`src/nds_pkg.sv`:
```
// package: register map, fields, resets and timing of the diagnostic block
package nds_pkg;

    // ============================================================
    // register byte offsets
    localparam logic [7:0] NDS_OFF_DIAG    = 8'h00;
    localparam logic [7:0] NDS_OFF_CONFIG  = 8'h04;
    localparam logic [7:0] NDS_OFF_SETUP   = 8'h08;
    localparam logic [7:0] NDS_OFF_COMMAND = 8'h0C;
    localparam logic [7:0] NDS_OFF_INT_STS = 8'h10;
    localparam logic [7:0] NDS_OFF_INT_MSK = 8'h14;
    localparam logic [7:0] NDS_OFF_NODE_ID = 8'h18;
    localparam logic [7:0] NDS_OFF_PROBE   = 8'h1C;
    localparam logic [7:0] NDS_OFF_SUCC_ID = 8'h20;

    // ============================================================
    // diagnostic register bit positions
    localparam int NDS_DG_OWN_RECONFIG = 7;
    localparam int NDS_DG_DUP_ID       = 6;
    localparam int NDS_DG_RX_ACT       = 5;
    localparam int NDS_DG_TOKEN_SEEN   = 4;
    localparam int NDS_DG_EXCESS_REF   = 3;
    localparam int NDS_DG_PROBE_MATCH  = 2;
    localparam int NDS_DG_SUCC_CHANGE  = 1;
    localparam int NDS_DG_DUP_DONE     = 0;

    // configuration, setup and command bit positions
    localparam int NDS_CF_TX_ENABLE = 5;
    localparam int NDS_CF_ET_LO     = 0;
    localparam int NDS_CF_ET_HI     = 1;
    localparam int NDS_SU_FOUR_REF  = 0;
    localparam int NDS_CM_DISABLE_TX = 0;
    localparam int NDS_CM_CLEAR_FLAGS = 1;
    localparam int NDS_CM_START_TX   = 2;

    // interrupt status / mask bit positions
    localparam int NDS_IRQ_W          = 6;
    localparam int NDS_IS_RECONFIG    = 0;
    localparam int NDS_IS_EXCESS_REF  = 1;
    localparam int NDS_IS_DUP_ID      = 2;
    localparam int NDS_IS_TX_AVAIL    = 3;
    localparam int NDS_IS_SUCC_CHANGE = 4;
    localparam int NDS_IS_DUP_DONE    = 5;

    // ============================================================
    // reset values
    localparam logic [7:0]          NDS_RST_CONFIG = 8'h00;
    localparam logic [7:0]          NDS_RST_SETUP  = 8'h00;
    localparam logic [7:0]          NDS_RST_ID     = 8'h00;
    localparam logic [NDS_IRQ_W-1:0] NDS_RST_MASK  = 6'h00;

    // ============================================================
    // refusal thresholds
    localparam int NDS_REFUSE_LONG  = 128;
    localparam int NDS_REFUSE_SHORT = 4;

    // ============================================================
    // duplicate identity wait, in ms, and derived cycle counts at 250 MHz
    localparam longint NDS_CLK_HZ        = 250000000;
    localparam longint NDS_DUP_WAIT_MS   = 840;
    localparam longint NDS_DUP_WAIT_X_MS = 1680;
    localparam longint NDS_DUP_SHORT_CYC = NDS_DUP_WAIT_MS * NDS_CLK_HZ / 1000;
    localparam longint NDS_DUP_LONG_CYC  = NDS_DUP_WAIT_X_MS * NDS_CLK_HZ / 1000;
    localparam int     NDS_TMR_W         = 29;

    typedef enum logic [0:0] {
        NDS_BUS_IDLE = 1'b0,
        NDS_BUS_WAIT = 1'b1
    } nds_bus_state_t;

endpackage : nds_pkg

```
`src/nds_refusal_counter.sv`:
```
// file: consecutive refusal counter with selectable wrap threshold
`timescale 1ns/1ps
module nds_refusal_counter
    import nds_pkg::*;
#(
    parameter int LONG_COUNT  = NDS_REFUSE_LONG,
    parameter int SHORT_COUNT = NDS_REFUSE_SHORT
) (
    // clock and reset
    input  wire logic clk,
    input  wire logic rst_n,
    // answers from the destination, restart and four-refusal select
    input  wire logic refused,
    input  wire logic accepted,
    input  wire logic restart,
    input  wire logic four_sel,
    // threshold reached
    output logic      hit
);

    initial begin
        if (LONG_COUNT < 2 || LONG_COUNT > 256 || SHORT_COUNT < 2 || SHORT_COUNT > LONG_COUNT)
            $error("nds_refusal_counter: thresholds out of range");
    end

    typedef struct packed {
        logic [7:0] count;
        logic       hit;
    } nds_rc_state_t;

    nds_rc_state_t q;
    nds_rc_state_t d;

    localparam logic [7:0] LAST_LONG  = 8'(LONG_COUNT - 1);
    localparam logic [7:0] LAST_SHORT = 8'(SHORT_COUNT - 1);

    always_comb begin
        d     = q;
        d.hit = 1'b0;
        if (restart || accepted) begin
            // any other answer breaks the run of refusals
            d.count = 8'h00;
        end else if (refused) begin
            if (q.count == (four_sel ? LAST_SHORT : LAST_LONG)) begin
                d.hit   = 1'b1;
                d.count = 8'h00;
            end else begin
                d.count = q.count + 8'h01;
            end
        end
    end

    always_ff @(posedge clk or negedge rst_n) begin
        if (!rst_n) begin
            q <= '0;
        end else begin
            q <= d;
        end
    end

    assign hit = q.hit;

endmodule : nds_refusal_counter

```
`src/nds_diag_top.sv`:
```
// file: network diagnostic status block, apb slave and interrupt
//
// Register access over APB and the placing of the registers are this design's own decisions.
`timescale 1ns/1ps
// What this block does
// - own token timer expiry sets the own-reconfiguration flag.
// - reconfigurations interrupt the host via the reconfiguration status bit.
// - reading the diagnostic register clears the own-reconfiguration flag.
// - configuration bit 5 enables the basic transmit function.
// - a high level on the line receive input sets receive activity.
// - any token from another node sets token seen.
// - 128 (or 4) consecutive refusals set excess refusal and interrupt.
// - setup register's four-refusal select bit picks the threshold.
// - after disable transmitter, next own token sets transmitter available.
// - clear-flags resets excess refusal; counter wraps and can set it again.
// - successor-change flag reports nodes leaving or joining.
// - probe identity answered by another node sets probe match.
// - duplicate identity found within 840 ms, or 1680 ms unless both timeout bits set.
// - reading the diagnostic register clears the duplicate identity flag.
module nds_diag_top
    import nds_pkg::*;
#(
    parameter longint DUP_SHORT_CYC = NDS_DUP_SHORT_CYC,
    parameter longint DUP_LONG_CYC  = NDS_DUP_LONG_CYC
) (
    // clock and reset
    input  wire logic        clk,
    input  wire logic        arst_n,
    // apb slave
    input  wire logic        psel,
    input  wire logic        penable,
    input  wire logic        pwrite,
    input  wire logic [7:0]  paddr,
    input  wire logic [31:0] pwdata,
    output logic [31:0]      prdata,
    output logic             pready,
    output logic             pslverr,
    // line pin
    input  wire logic        line_receive_input,
    // events from the protocol engine, one-cycle pulses
    input  wire logic        token_timer_expired,
    input  wire logic        reconfig_seen,
    input  wire logic        token_observed,
    input  wire logic        token_from_self,
    input  wire logic        own_token_received,
    input  wire logic        enquiry_refused,
    input  wire logic        enquiry_accepted,
    input  wire logic        response_seen,
    input  wire logic [7:0]  response_did,
    input  wire logic        successor_valid,
    input  wire logic [7:0]  successor_id,
    // controls to the protocol engine
    output logic             transmit_enable,
    output logic             tx_abort,
    output logic             tx_start,
    output logic [7:0]       node_identity,
    // interrupt
    output logic             irq
);

    // ============================================================
    // parameter checks
    localparam longint TMR_MAX = longint'(1) << NDS_TMR_W;

    initial begin
        if (DUP_SHORT_CYC < 1 || DUP_LONG_CYC < DUP_SHORT_CYC || DUP_LONG_CYC >= TMR_MAX)
            $error("nds_diag_top: duplicate wait counts out of range");
    end

    localparam logic [NDS_TMR_W-1:0] SHORT_LAST = NDS_TMR_W'(DUP_SHORT_CYC - 1);
    localparam logic [NDS_TMR_W-1:0] LONG_LAST  = NDS_TMR_W'(DUP_LONG_CYC - 1);

    // ============================================================
    // reset release
    logic rst_meta_q;
    logic rst_n;

    always_ff @(posedge clk or negedge arst_n) begin
        if (!arst_n) begin
            rst_meta_q <= 1'b0;
            rst_n      <= 1'b0;
        end else begin
            rst_meta_q <= 1'b1;
            rst_n      <= rst_meta_q;
        end
    end

    // ============================================================
    // state
    typedef struct packed {
        nds_bus_state_t         bus;
        logic [31:0]            rdata;
        logic                   ready;
        logic                   slverr;
        logic                   rx_meta;
        logic                   rx_sync;
        logic                   own_reconfig;
        logic                   dup_id;
        logic                   rx_act;
        logic                   token_seen;
        logic                   excess_ref;
        logic                   probe_match;
        logic                   succ_change;
        logic                   dup_done;
        logic                   dup_run;
        logic [NDS_TMR_W-1:0]   dup_tmr;
        logic                   avail_pending;
        logic                   tx_avail;
        logic [7:0]             cfg;
        logic [7:0]             setup;
        logic [7:0]             node_id;
        logic [7:0]             probe_id;
        logic [7:0]             succ_id;
        logic [NDS_IRQ_W-1:0]   int_sts;
        logic [NDS_IRQ_W-1:0]   int_msk;
        logic                   abort;
        logic                   start;
        logic                   irq;
    } nds_state_t;

    nds_state_t q;
    nds_state_t d;

    logic refusal_hit;

    // ============================================================
    // helpers
    function automatic logic [7:0] diag_word(input nds_state_t s);
        logic [7:0] w;
        w                      = 8'h00;
        w[NDS_DG_OWN_RECONFIG] = s.own_reconfig;
        w[NDS_DG_DUP_ID]       = s.dup_id;
        w[NDS_DG_RX_ACT]       = s.rx_act;
        w[NDS_DG_TOKEN_SEEN]   = s.token_seen;
        w[NDS_DG_EXCESS_REF]   = s.excess_ref;
        w[NDS_DG_PROBE_MATCH]  = s.probe_match;
        w[NDS_DG_SUCC_CHANGE]  = s.succ_change;
        w[NDS_DG_DUP_DONE]     = s.dup_done;
        return w;
    endfunction : diag_word

    function automatic logic hits(input logic [7:0] addr, input logic [7:0] off);
        return addr == off;
    endfunction : hits

    // ============================================================
    // refusal counting
    logic wr_cmd;
    logic cmd_abort;
    logic cmd_start;
    logic cmd_clear;
    logic bus_done;
    logic rd_diag;

    assign bus_done  = psel && penable && q.ready;
    assign wr_cmd    = bus_done && pwrite && hits(paddr, NDS_OFF_COMMAND);
    assign cmd_abort = wr_cmd && pwdata[NDS_CM_DISABLE_TX];
    assign cmd_start = wr_cmd && pwdata[NDS_CM_START_TX];
    assign cmd_clear = wr_cmd && pwdata[NDS_CM_CLEAR_FLAGS];
    assign rd_diag   = bus_done && !pwrite && hits(paddr, NDS_OFF_DIAG);

    nds_refusal_counter #(
        .LONG_COUNT  (NDS_REFUSE_LONG),
        .SHORT_COUNT (NDS_REFUSE_SHORT)
    ) u_refusal (
        .clk      (clk),
        .rst_n    (rst_n),
        .refused  (enquiry_refused),
        .accepted (enquiry_accepted),
        .restart  (cmd_abort || cmd_start),
        .four_sel (q.setup[NDS_SU_FOUR_REF]),
        .hit      (refusal_hit)
    );

    // ============================================================
    // next state
    always_comb begin
        logic [NDS_IRQ_W-1:0] ev;
        logic [7:0]           rd;
        logic                 known;
        ev    = '0;
        rd    = 8'h00;
        known = 1'b1;
        d     = q;

        d.abort = cmd_abort;
        d.start = cmd_start;

        // line pin synchroniser
        d.rx_meta = line_receive_input;
        d.rx_sync = q.rx_meta;

        // read-clear first: a same-cycle event still sets its flag
        if (rd_diag) begin
            d.own_reconfig = 1'b0;
            d.dup_id       = 1'b0;
            d.rx_act       = 1'b0;
            d.token_seen   = 1'b0;
            d.probe_match  = 1'b0;
            d.succ_change  = 1'b0;
        end
        if (cmd_clear) begin
            d.excess_ref = 1'b0;
        end

        if (token_timer_expired) begin
            d.own_reconfig = 1'b1;
        end
        if (q.rx_sync) begin
            d.rx_act = 1'b1;
        end
        if (token_observed && !token_from_self) begin
            d.token_seen = 1'b1;
        end
        if (refusal_hit) begin
            d.excess_ref = 1'b1;
        end
        if (response_seen && response_did == q.probe_id && q.probe_id != 8'h00) begin
            d.probe_match = 1'b1;
        end
        // a reply to a token for our own id means another node holds it
        if (response_seen && response_did == q.node_id && q.node_id != 8'h00
            && !q.cfg[NDS_CF_TX_ENABLE]) begin
            d.dup_id = 1'b1;
            ev[NDS_IS_DUP_ID] = 1'b1;
        end
        if (successor_valid && successor_id != q.succ_id) begin
            d.succ_id     = successor_id;
            d.succ_change = 1'b1;
            ev[NDS_IS_SUCC_CHANGE] = 1'b1;
        end

        // duplicate check window; the done bit marks a final answer
        if (q.dup_run) begin
            if (q.dup_tmr == ((q.cfg[NDS_CF_ET_HI] && q.cfg[NDS_CF_ET_LO])
                              ? SHORT_LAST : LONG_LAST)) begin
                d.dup_run  = 1'b0;
                d.dup_done = 1'b1;
                ev[NDS_IS_DUP_DONE] = 1'b1;
            end else begin
                d.dup_tmr = q.dup_tmr + NDS_TMR_W'(1);
            end
        end

        // transmitter available once our token returns after an abort
        if (cmd_abort) begin
            d.avail_pending = 1'b1;
            d.tx_avail      = 1'b0;
        end else if (cmd_start) begin
            d.avail_pending = 1'b0;
            d.tx_avail      = 1'b0;
        end
        if (q.avail_pending && own_token_received) begin
            d.avail_pending = 1'b0;
            d.tx_avail      = 1'b1;
            ev[NDS_IS_TX_AVAIL] = 1'b1;
        end

        ev[NDS_IS_RECONFIG]   = token_timer_expired || reconfig_seen;
        ev[NDS_IS_EXCESS_REF] = refusal_hit;

        // ========================================================
        // apb slave: no wait state, answer registered in the setup cycle
        d.ready  = 1'b0;
        d.slverr = 1'b0;
        case (q.bus)
            NDS_BUS_IDLE: begin
                if (psel && !penable) begin
                    case (paddr)
                        NDS_OFF_DIAG:    rd = diag_word(q);
                        NDS_OFF_CONFIG:  rd = q.cfg;
                        NDS_OFF_SETUP:   rd = q.setup;
                        NDS_OFF_COMMAND: rd = {7'h00, q.tx_avail};
                        NDS_OFF_INT_STS: rd = 8'(q.int_sts);
                        NDS_OFF_INT_MSK: rd = 8'(q.int_msk);
                        NDS_OFF_NODE_ID: rd = q.node_id;
                        NDS_OFF_PROBE:   rd = q.probe_id;
                        NDS_OFF_SUCC_ID: rd = q.succ_id;
                        default:         known = 1'b0;
                    endcase
                    d.rdata  = pwrite ? 32'h0000_0000 : {24'h000000, rd};
                    d.ready  = 1'b1;
                    d.slverr = !known;
                    d.bus    = NDS_BUS_WAIT;
                end
            end
            NDS_BUS_WAIT: begin
                if (bus_done) begin
                    d.bus   = NDS_BUS_IDLE;
                    d.rdata = 32'h0000_0000;
                    if (pwrite) begin
                        case (paddr)
                            NDS_OFF_CONFIG:  d.cfg = pwdata[7:0];
                            NDS_OFF_SETUP:   d.setup  = pwdata[7:0];
                            NDS_OFF_INT_MSK: d.int_msk = pwdata[NDS_IRQ_W-1:0];
                            NDS_OFF_PROBE:   d.probe_id = pwdata[7:0];
                            NDS_OFF_NODE_ID: begin
                                d.node_id  = pwdata[7:0];
                                d.dup_run  = pwdata[7:0] != 8'h00;
                                d.dup_done = 1'b0;
                                d.dup_tmr  = '0;
                            end
                            NDS_OFF_INT_STS: d.int_sts = q.int_sts & ~pwdata[NDS_IRQ_W-1:0];
                            default: ;
                        endcase
                    end
                end else begin
                    d.ready = q.ready;
                end
            end
            default: begin
                d.bus = NDS_BUS_IDLE;
            end
        endcase

        // events win over a write-one clear in the same cycle
        d.int_sts = d.int_sts | ev;
        d.irq     = |(d.int_sts & d.int_msk);
    end

    always_ff @(posedge clk or negedge rst_n) begin
        if (!rst_n) begin
            q         <= '0;
            q.bus     <= NDS_BUS_IDLE;
            q.cfg     <= NDS_RST_CONFIG;
            q.setup   <= NDS_RST_SETUP;
            q.node_id <= NDS_RST_ID;
            q.int_msk <= NDS_RST_MASK;
        end else begin
            q <= d;
        end
    end

    // ============================================================
    // outputs, all straight from state flops
    assign prdata          = q.rdata;
    assign pready          = q.ready;
    assign pslverr         = q.slverr;
    assign transmit_enable = q.cfg[NDS_CF_TX_ENABLE];
    assign tx_abort        = q.abort;
    assign tx_start        = q.start;
    assign node_identity   = q.node_id;
    assign irq             = q.irq;

endmodule : nds_diag_top

```
`config.mk`:
```
export PLATFORM = sky130hd
export DESIGN_NAME = nds_diag_top
export DESIGN_NICKNAME = d
export VERILOG_FILES = /design/src/nds_pkg.sv /design/src/nds_refusal_counter.sv /design/src/nds_diag_top.sv
export SDC_FILE = /design/constraint.sdc
export NUM_CORES = 1
export LEC_CHECK = 0
export BUFFER_PORTS_ARGS = -buffer_cell sky130_fd_sc_hd__buf_2
export CAP_MARGIN = 10
export CORE_ASPECT_RATIO = 0.9
export CORE_MARGIN = 1.5
export CORE_UTILIZATION = 50
export CTS_CLUSTER_SIZE = 8
export DETAILED_ROUTE_END_ITERATION = 10
export PLACE_DENSITY = 0.73
export SETUP_SLACK_MARGIN = 0.1
export SYNTH_ARGS = -nofsm -noshare
export SYNTH_HDL_FRONTEND = slang
export SYNTH_SLANG_ARGS = --single-unit
```
`constraint.sdc`:
```
create_clock -name clk -period 7.4 [get_ports clk]
set_input_delay 1.48 -clock clk [delete_from_list [all_inputs] [get_ports clk]]
set_output_delay 1.48 -clock clk [all_outputs]
set_load 0.05 [all_outputs]
```
* Yosys cells after proc, flatten, opt, wreduce, memory -nomap -nowiden
Index checks and enable logic that the tools add are counted.
Word-level totals: register bits 143, output and inout bits 46, logic and storage cells 148
Cells by class: reduce and logical (&&, ||, !) cells 47, multiplexer cells 47, eq/ne operators 15, bitwise logic cells 5, add/sub/neg operators 2
Operator list (number):
- $mux 31 | 5
- $pmux 8 s9 | 1
- $pmux 34 s2 | 1
- $mux 29 | 2
- $mux 12 | 3
- $mux 35 | 1
- $mux 33 | 1
- $eq 8x5->1 const B | 4
- $add 29x1->29 const B | 1
- $eq 29x29->1 | 1
- $eq 8x8->1 | 3
- $mux 8 | 3
- $reduce_bool 8->1 | 3
- $mux 1 | 20
- $logic_and 1x1->1 | 19
- $eq 8x4->1 const B | 2
- $reduce_and 4->1 | 4
- $reduce_bool 2->1 | 8
- $and 6x6->6 | 2
- $mux 6 | 2
- $mux 2 | 5
- $mux 9 | 1
- $reduce_or 9->1 | 1
- $add 8x1->8 const B | 1
- 16 further kinds | 22

* Logic depth before layout (Yosys ltp)
Gate-level depths: netlist of the first run.
word-level depth 9, mapped depth 8

* Modules after synthesis
Synthesis of the first run repeated with hierarchy kept, for this count alone.
Unflattened totals: cells, all modules 595, area total of the unflattened synthesis 6276.0 um2
By module, submodules not included:
- nds_diag_top | cells an instance 539, sequential area each 2752.6 um2, instances 1, area an instance 5773.0 um2
- nds_refusal_counter | cells an instance 56, sequential area each 225.2 um2, instances 1, area an instance 503.0 um2

* Worst setup path before layout of the first run
OpenSTA, ideal clock, no wires.
path kind input to register, start point input port penable, end point register q (netlist bit irq), path buffers 1, setup time 132 ps, arrival 2839 ps, path slack 4429 ps, stages 7, path through and4_1 -> and2_1 -> buf_4 -> nand4_2 -> mux2_2 -> a222oi_1 -> nand3_1
RTL lines:
- from (decl) | line nds_diag_top.sv:31 | input wire logic penable,
- to (decl) | line nds_diag_top.sv:121 | nds_state_t q;

==> out/results.ini, run 1 <==
[clock_network]
htree_levels=4
holdBufCountCts=0
cts_buffers=17
post_cts_buffers=0
clk_latency_ns=0.42
cts_resized=0
cts_buffer_depth=2
cts-root-buf=clkbuf_16
cts.sinks=119
cts_tree=built
clkTransAtPathRegs_ns=0.05

[logic_synthesis]
synth_xor_area_frac=0.06359
yosysTopAreaCellShare=0.4700
synthSimpleGateAreaFrac=0.1985
postSynthCellCount=626
synth_compound_area_frac=0.09735
yosys-top-cells-area=dfrtp_1, mux2_2, buf_4, nand2_1, xnor2_1
synth-adder-area-share=0.003949
postSynth.asyncResetShare=1.000
yosysWarnings=0
yosysSeqAreaShare=0.4700
synth_top_family_by_area=simple AND/OR/NAND/NOR gates
synth.avg_cell_area_um2=10.12
yosysTopAreaCell=dfrtp_1
synth_edf_count=0
muxShareOfSynthArea=0.09755
synth-seq-cells=119
synth_area_mm2=0.006336
synthFlopType=dfrtp_1
synth_cell_types=67

[sta]
fin_hold_ws_ns=0.3469
slew_headroom=0.4230
fin_ws_ns=3.930
tightest_slew_ns=0.8636
report.final.slew_viol_count=0
skew_ns=0.008060
clock.fmax_mhz=288.2
layout_worst_path_cycle_share=0.4689
fin_setup_tns_ns=0
hold_viol=0
setup_violations=0
fin_crit_ns=3.470
rsz0062_at_grt=false

[global_routing]
grt_pass1_vias=4769
antenna_found_initial=0
grt_max_degree=61
grt.overflow.total=0
groute.usage.overall=0.2320
grt_pass1_wl_um=23690

[status]
outcome=complete, no violations

[placement]
dp.cells=825
numPortBuffers=68
post-place-ws_ns=3.590
dpl.hpwl_um=10390
place.gp.congestion=0.9157

[min_path]
min_path_type=reg -> reg
holdCritStartpoint=d[95]$_DFF_PN0_

[routing]
first_iter_violations=457
drt_first_pass_iters=5
totalWireLength_um=14600
wl_per_cell_um=17.04
drc=0
ant_nets=0
vias=4909
avgViaCountPerCell=5.728

[run]
maxCapViolations=0

[die]
die_x_um=121.7
start_util=0.5185
die_height_um=109.8
rows=38
die_area_mm2=0.01336
io_pins=117
core-area_mm2=0.01222

[cells_and_area]
num_antenna_cells=0
area.growth.synth_to_final_pct=13.80
layout.nets=757
fill_cells=1018
utilization=0.5901
layout_common_cells=dfrtp_1, nand2_1, buf_2
drive_gt1_frac=0.2138
final_common_cell=dfrtp_1
final_cell_count_no_fill=857

[setup_path]
critical_path_class=in -> reg
critPathMaxFanout=39
r2r_start=pready$_DFFE_PN0P_
cp-startpoint=paddr[3]
worstPathArrival_ns=3.76
critPathRequiredTime_ns=7.69
cp-end-kind=flip-flop
cp-start-kind=input pin

[power_and_ir_drop]
powerDensity_mw_per_mm2=238.0
leakagePower_uw=0.003450
ir_drop_mv=0.1616

through the flow:
step           power [µW]  instance area, µm²
2_1_floorplan       855.0                6422
5_1_grt              1780                7211
3_3_place_gp        892.3                6619
6_report             1716                7211
4_1_cts              1725                7211
3_5_place_dp        899.1                6619
area by class of cell:
class,count,area (µm²),share of cell area
Clock buffer,23,467.9,0.06490
Clock inverter,9,123.9,0.01718
Inverter,14,52.55,0.007288
Multi-Input combinational cell,460,3014,0.4180
Sequential cell,119,2982,0.4135
Tap cell,160,200.2,0.02776
Timing Repair Buffer,72,370.4,0.05136
layer usage:
layer | vias up | GRT usage | routed length (µm)
li1 | 2298 | - | -
met1 | 2426 | 0.3213 | 6778
met2 | 162 | 0.3475 | 6721
met3 | 23 | 0.07054 | 869
met4 | 0 | 0.07899 | 233
met5 | - | 0 | 0
registers in the layout, summed over array words and instances, names as in the netlist, 8 cells and up:
signal	count
prdata	8
u_refusal.q	8
node_identity	8
q	85
critical path: stages:
cell and delay (ns):
buf_2 0.14, nor3b_1 0.72, nand2_1 0.35, nor2_2 0.31, and2_1 0.16, buf_4 0.35
or4_1 0.17, nand2_1 0.05
cell families (layout without fill, tap and decap cells):
group                    count (synthesis)  count (layout)
AND/OR/NAND/NOR                        241             241
multiplexers                            57              57
buffers and inverters                   70             118
AO/OA/AOI/OAI                           89              89
other                                    2              25
adder cells (fa/ha/maj)                  2               2
XOR/XNOR                                46              46
flip-flops                             119             119
report_power, final:
| part | internal, µW | switching (µW) |
|---|---|---|
| Combinational | 55.5 | 105 |
| Sequential | 685 | 43.3 |
| Clock | 544 | 283 |
final timing paths:
| check | end | slack (ns) | cells after the start |
|---|---|---|---|
| worst min register to register | q[95]$_DFF_PN0_ | 0.35 | 0 |
| worst max-delay path | q[77]$_DFF_PN0_ | 3.93 | 8 |
| max in group asynchronous | q[68]$_DFF_PN0_ | 5.76 | 1 |
| worst max register to register | irq$_DFF_PN0_ | 5.04 | 6 |
| worst min-delay path | q[95]$_DFF_PN0_ | 0.35 | 0 |
| min in group asynchronous | irq$_DFF_PN0_ | 0.40 | 0 |
Yosys cell counts, types with 3 or more instances:
master	n
a21o_1	8
a21oi_1	15
a221oi_1	4
a22oi_1	7
and2_1	8
and3_1	12
and4_1	5
buf_2	8
buf_4	42
clkbuf_1	6
dfrtp_1	119
inv_1	14
mux2_2	38
mux2i_1	19
nand2_1	77
nand2b_1	5
nand3_1	26
nand4_1	11
nor2_1	36
nor2b_1	3
nor3_1	18
nor4_1	10
nor4bb_1	3
o21ai_0	24
or3_1	6
or4_1	3
xnor2_1	26
xor2_1	20
Note: power is estimated with default switching activity, not from simulation.
==> run 2: changes to the inputs <==
clock period = 3.35 ns   (was 7.4 ns; I/O delays follow)
==> run 2 against run 1 <==
Worst setup slack worse by 2.9 ns. Global-route usage rose by 0.75 points. Via count increased by 1.5%. Sequential share of layout area decreased by 0.37 points. Critical path depth decreased by 1. Wire length rose by 3.2%. Highest routed layer unchanged.
==> out/results.ini, run 2 (same netlist as run 1, synthesis figures left out) <==
[routing]
first_iter_violations=410  ; was 457
ant_nets=0  ; unchanged
drc=0  ; unchanged
wl_per_cell_um=17.51  ; was 17.04 µm
drt_first_pass_iters=5  ; unchanged
totalWireLength_um=15070  ; was 14600 µm
vias=4983  ; was 4909
avgViaCountPerCell=5.787  ; was 5.728

[global_routing]
groute.usage.overall=0.2395  ; was 0.2320
antenna_found_initial=0  ; unchanged
grt_max_degree=65  ; was 61
grt_pass1_wl_um=24540  ; was 23690 µm
grt_pass1_vias=4792  ; was 4769
grt.overflow.total=0  ; unchanged

[sta]
slew_headroom=0.4682  ; was 0.4230
skew_ns=0.006322  ; was 0.008060 ns
rsz0062_at_grt=false  ; unchanged
fin_ws_ns=0.9807  ; was 3.930 ns
hold_viol=0  ; unchanged
fin_crit_ns=2.369
report.final.slew_viol_count=0  ; unchanged
tightest_slew_ns=0.7866  ; was 0.8636 ns
setup_violations=0  ; unchanged
fin_setup_tns_ns=0  ; unchanged
clock.fmax_mhz=422.1
fin_hold_ws_ns=0.03460  ; was 0.3469 ns
layout_worst_path_cycle_share=0.7072

[clock_network]
clkTransAtPathRegs_ns=0.06  ; was 0.05 ns
cts_resized=0  ; unchanged
htree_levels=4  ; unchanged
post_cts_buffers=0  ; unchanged
cts.sinks=119  ; unchanged
cts_tree=built  ; unchanged
cts_buffers=17  ; unchanged
holdBufCountCts=0  ; unchanged
cts-root-buf=clkbuf_16  ; unchanged
clk_latency_ns=0.41  ; was 0.42 ns
cts_buffer_depth=2  ; unchanged

[setup_path]
crit_chain=buf_2 > nor4_1 > and4_1 > nand2_1 > a22o_1 > a222oi_1 > nand3_1  ; was buf_2 > nor3b_1 > nand2_1 > nor2_2 > and2_1 > buf_4 > or4_1 > nand2_1
critPathMaxFanout=18  ; was 39
cp-start-kind=input pin  ; unchanged
worstPathArrival_ns=2.64  ; was 3.76 ns
slowest_delay_ns=0.43  ; was 0.72 ns
critPathRequiredTime_ns=3.62  ; was 7.69 ns
cp_num_buf_inv=1  ; was 2
crit_path_top_delay_cell=and4_1  ; was nor3b_1
cp-end-kind=flip-flop  ; unchanged
critical_path_class=in -> reg  ; unchanged
critPathTopFamily=simple AND/OR/NAND/NOR gates  ; unchanged

[cells_and_area]
layout_common_cells=dfrtp_1, nand2_1, buf_2  ; unchanged
num_antenna_cells=0  ; unchanged
utilization=0.5954  ; was 0.5901
final_common_cell=dfrtp_1  ; unchanged
largest_register=q  ; unchanged
drive_gt1_frac=0.2240  ; was 0.2138
fill_cells=1022  ; was 1018
regArea_mm2=0.002982  ; unchanged
largest_reg_flops=85  ; unchanged
layout.nets=761  ; was 757
multi_input_area_mm2=0.003014  ; unchanged
area.growth.synth_to_final_pct=14.83  ; was 13.80%

[placement]
place.gp.congestion=0.8612  ; was 0.9157
post-place-ws_ns=0.6257  ; was 3.590 ns
dpl.hpwl_um=10680  ; was 10390 µm
numPortBuffers=68  ; unchanged

[die]
rows=38  ; unchanged
io_pins=117  ; unchanged
die_area_mm2=0.01336  ; unchanged
die_height_um=109.8  ; unchanged
die_x_um=121.7  ; unchanged
start_util=0.5185  ; unchanged
core-area_mm2=0.01222  ; unchanged

[run]
maxCapViolations=0  ; unchanged

[status]
outcome=complete, no violations  ; unchanged

[power_and_ir_drop]
ir_drop_mv=0.4741  ; was 0.1616 mV
p_total_uw=3848  ; was 1716 µW
leakagePower_uw=0.003473  ; was 0.003450 µW
powerDensity_mw_per_mm2=528.8  ; was 238.0 mW/mm²

[min_path]
min_path_type=in -> async  ; was reg -> reg

==> run 2: changes by cell type in the layout (fill, tap and decap cells not counted), sizes merged <==
cell	delta
buf	+4
clkinvlp	+3
clkbuf	-5
inv	+2
==> run 2: report_power, final <==
| part | internal [µW] | switching (µW) | total [µW] |
|---|---|---|---|
| Clock | 1190 | 682 | 1880 |
| Sequential | 1510 | 97.4 | 1610 |
| Combinational | 126 | 236 | 362 |
| Total | 2830 | 1020 | 3850 |
==> run 2: final cells by class <==
class,instances,share of cell area
clock inverter,14,0.02408
multi-input combinational,460,0.4143
tap,160,0.02752
inverter,14,0.007223
sequential,119,0.4098
clock buffer,18,0.06036
timing repair buffer,76,0.05675
==> run 2: path summary, 6_finish.rpt <==
check / from / depth (start not counted) / slack [ns] / endpoint
worst max-delay path: paddr[2] / 7 / 0.98 / irq$_DFF_PN0_
worst min-delay path: arst_n / 1 / 0.03 / rst_meta_q$_DFF_PN0_
worst max register to register: pready$_DFFE_PN0P_ / 6 / 1.01 / irq$_DFF_PN0_
worst min register to register: rst_meta_q$_DFF_PN0_ / 0 / 0.35 / rst_n$_DFF_PN0_
max in group asynchronous: rst_n$_DFF_PN0_ / 1 / 2.17 / q[8]$_DFF_PN0_
min in group clk: rst_meta_q$_DFF_PN0_ / 0 / 0.35 / rst_n$_DFF_PN0_
==> run 2: metrics by stage <==
stage	instances	cell area [µm²]
after floorplan	649	6424
after global placement	829	6661
after detailed placement	829	6661
after CTS	861	7276
after global routing	861	7276
final	861	7276
==> run 2: per-layer routing <==
layer  up-vias  wire length (µm)  track usage
li1       2290                 -            -
met2       199              7005       0.3612
met5         -                 0            0
met1      2471              6906       0.3423
met3        23               914      0.04616
met4         0               246      0.09328
==> run 3: changes to the inputs <==
clock period = 2.5 ns   (was 3.35 ns; I/O delays follow)
==> run 3 against run 2 <==
Cell count increased by 1.3%. Worst setup slack got worse by 0.70 ns. Global-route usage about the same. Combinational power increased by 38%. Power increased by 41%. Die area unchanged. Via count increased by 0.20%. Clock skew increased by 0.0052 ns. Count of clock-buffer cells in the layout increased by 1. Hold slack improved by 0.16 ns.
==> out/results.ini, run 3 (same netlist as run 1, synthesis figures left out) <==
[sta]
slew_headroom=0.5681  ; was 0.4682
hold_viol=0  ; unchanged
rsz0062_at_grt=false  ; unchanged
fin_ws_ns=0.2807  ; was 0.9807 ns
fin_setup_tns_ns=0  ; unchanged
fin_hold_ws_ns=0.1952  ; was 0.03460 ns
layout_worst_path_cycle_share=0.8877
skew_ns=0.01153  ; was 0.006322 ns
fin_crit_ns=2.219
tightest_slew_ns=0.6419  ; was 0.7866 ns
report.final.slew_viol_count=0  ; unchanged
clock.fmax_mhz=450.6
setup_violations=0  ; unchanged

[status]
outcome=complete, no violations  ; unchanged

[die]
core-area_mm2=0.01222  ; unchanged
io_pins=117  ; unchanged
die_area_mm2=0.01336  ; unchanged
rows=38  ; unchanged
die_height_um=109.8  ; unchanged
start_util=0.5185  ; unchanged
die_x_um=121.7  ; unchanged

[global_routing]
grt_pass1_wl_um=24270  ; was 24540 µm
antenna_found_initial=0  ; unchanged
grt_pass1_vias=4696  ; was 4792
groute.usage.overall=0.2399  ; was 0.2395
grt_max_degree=61  ; was 65
grt.overflow.total=0  ; unchanged

[setup_path]
critical_path_class=reg -> reg  ; was in -> reg
critPathMaxFanout=5  ; was 18
cp-start-kind=flip-flop  ; was input pin
reg2regPathDepth=6  ; unchanged
critPathRequiredTime_ns=2.77  ; was 3.62 ns
cp-end-kind=flip-flop  ; unchanged
worstPathArrival_ns=2.49  ; was 2.64 ns

[routing]
ant_nets=0  ; unchanged
first_iter_violations=508  ; was 410
drt_first_pass_iters=5  ; unchanged
avgViaCountPerCell=5.726  ; was 5.787
wl_per_cell_um=17.63  ; was 17.51 µm
drc=0  ; unchanged
totalWireLength_um=15380  ; was 15070 µm
vias=4993  ; was 4983

[clock_network]
cts_buffers=17  ; unchanged
cts_tree=built  ; unchanged
clk_latency_ns=0.42  ; was 0.41 ns
cts_buffer_depth=2  ; unchanged
cts-root-buf=clkbuf_16  ; unchanged
clkTransAtPathRegs_ns=0.05  ; was 0.06 ns
htree_levels=4  ; unchanged
cts.sinks=119  ; unchanged

[cells_and_area]
final_area_mm2=0.007446  ; was 0.007276 mm²
layout_common_cells=dfrtp_1, nand2_1, buf_2  ; unchanged
final_common_cell=dfrtp_1  ; unchanged
utilization=0.6094  ; was 0.5954
largest_reg_flops=85  ; unchanged
num_antenna_cells=0  ; unchanged
drive_gt1_frac=0.2346  ; was 0.2240
area.growth.synth_to_final_pct=17.52  ; was 14.83%
layout.nets=772  ; was 761
largest_register=q  ; unchanged

[run]
maxCapViolations=0  ; unchanged

[power_and_ir_drop]
swShare=0.2431  ; was 0.2639
powerDensity_mw_per_mm2=730.3  ; was 528.8 mW/mm²
p_clk_frac=0.512  ; was 0.488
seqPwrFrac=0.396  ; was 0.418
comb_power_share=0.092  ; was 0.094
p_int_uw=4116  ; was 2832 µW
p_sw_uw=1322  ; was 1015 µW
leakagePower_uw=0.003562  ; was 0.003473 µW
ir_drop_mv=0.7367  ; was 0.4741 mV

[placement]
place.gp.congestion=0.8698  ; was 0.8612
dpl.hpwl_um=10940  ; was 10680 µm
numPortBuffers=68  ; unchanged
post-place-ws_ns=0.07510  ; was 0.6257 ns
placedInstanceArea_mm2=0.006749  ; was 0.006661 mm²

[min_path]
min_path_type=in -> reg  ; was in -> async
whs_path_depth=1

==> run 3: changes by cell type in the layout (fill, tap and decap cells not counted), moves of 2 or more <==
| cell | change |
|---|---|
| inv_6 | -2 |
| clkinvlp_4 | -2 |
| bufinv_16 | +3 |
| buf_4 | +9 |
| clkinv_4 | -2 |
| clkinv_2 | +2 |
==> run 3: per-layer routing <==
metal / vias to the layer above / global-route usage / part of all wire / wire length, µm
met3: 15 / 0.06691 / 0.062 / 947
li1: 2321 / - / - / -
met5: - / 0 / 0 / 0
met2: 188 / 0.3697 / 0.47 / 7189
met4: 0 / 0.06555 / 0.012 / 179
met1: 2469 / 0.3337 / 0.46 / 7061
==> run 3: worst paths after layout <==
kind | startpoint | to | slack [ns]
hold reg to reg | rst_n$_DFF_PN0_ | q[90]$_DFFE_PN0P_ | 0.28
max in group asynchronous | rst_n$_DFF_PN0_ | q[21]$_DFFE_PN0P_ | 1.50
min in group asynchronous | rst_n$_DFF_PN0_ | q[90]$_DFFE_PN0P_ | 0.28
setup reg to reg | node_identity[4]$_DFFE_PN0P_ | irq$_DFF_PN0_ | 0.28
setup / recovery | node_identity[4]$_DFFE_PN0P_ | irq$_DFF_PN0_ | 0.28
hold / removal | line_receive_input | d[95]$_DFF_PN0_ | 0.20
==> run 3: layout make-up <==
| class | instances | area (µm²) |
|---|---|---|
| clock inverter | 13 | 225.2 |
| sequential | 119 | 2982 |
| multi-input combinational | 460 | 3023 |
| timing repair buffer | 87 | 510.5 |
| tap | 160 | 200.2 |
| clock buffer | 19 | 452.9 |
| fill | 1002 | 4773 |
| inverter | 14 | 52.55 |
==> run 3: through the flow <==
| stage | total power, µW | std cells |
|---|---|---|
| 2_1_floorplan | 2531 | 649 |
| 3_3_place_gp | 2650 | 839 |
| 3_5_place_dp | 2671 | 839 |
| 4_1_cts | 5470 | 872 |
| 5_1_grt | 5628 | 872 |
| 6_report | 5438 | 872 |
==> run 3: critical path: stages (launching register included) <==
cell and delay (ns):
dfrtp_1 0.46, nor4_1 0.34, a21oi_1 0.11, o2111ai_1 0.40
a21bo_2 0.30, a222oi_1 0.31, nand3_1 0.16
==> run 3: power by group through the flow <==
stage / registers, µW / logic (µW) / clock network [µW]
CTS: 2150 / 501 / 2820
detailed placement: 2180 / 491 / 0
floorplan: 2190 / 342 / 0
finish: 2150 / 501 / 2780
global route: 2170 / 551 / 2910
global placement: 2170 / 479 / 0
==> run 3: what timing repair did <==
action | CTS | global route
endpoints found under the hold margin | 2 | 0
buffers inserted | 0 | 0
gates resized for setup | 0 | 1
hold buffers | 1 | 0
setup endpoints to repair | 0 | 1
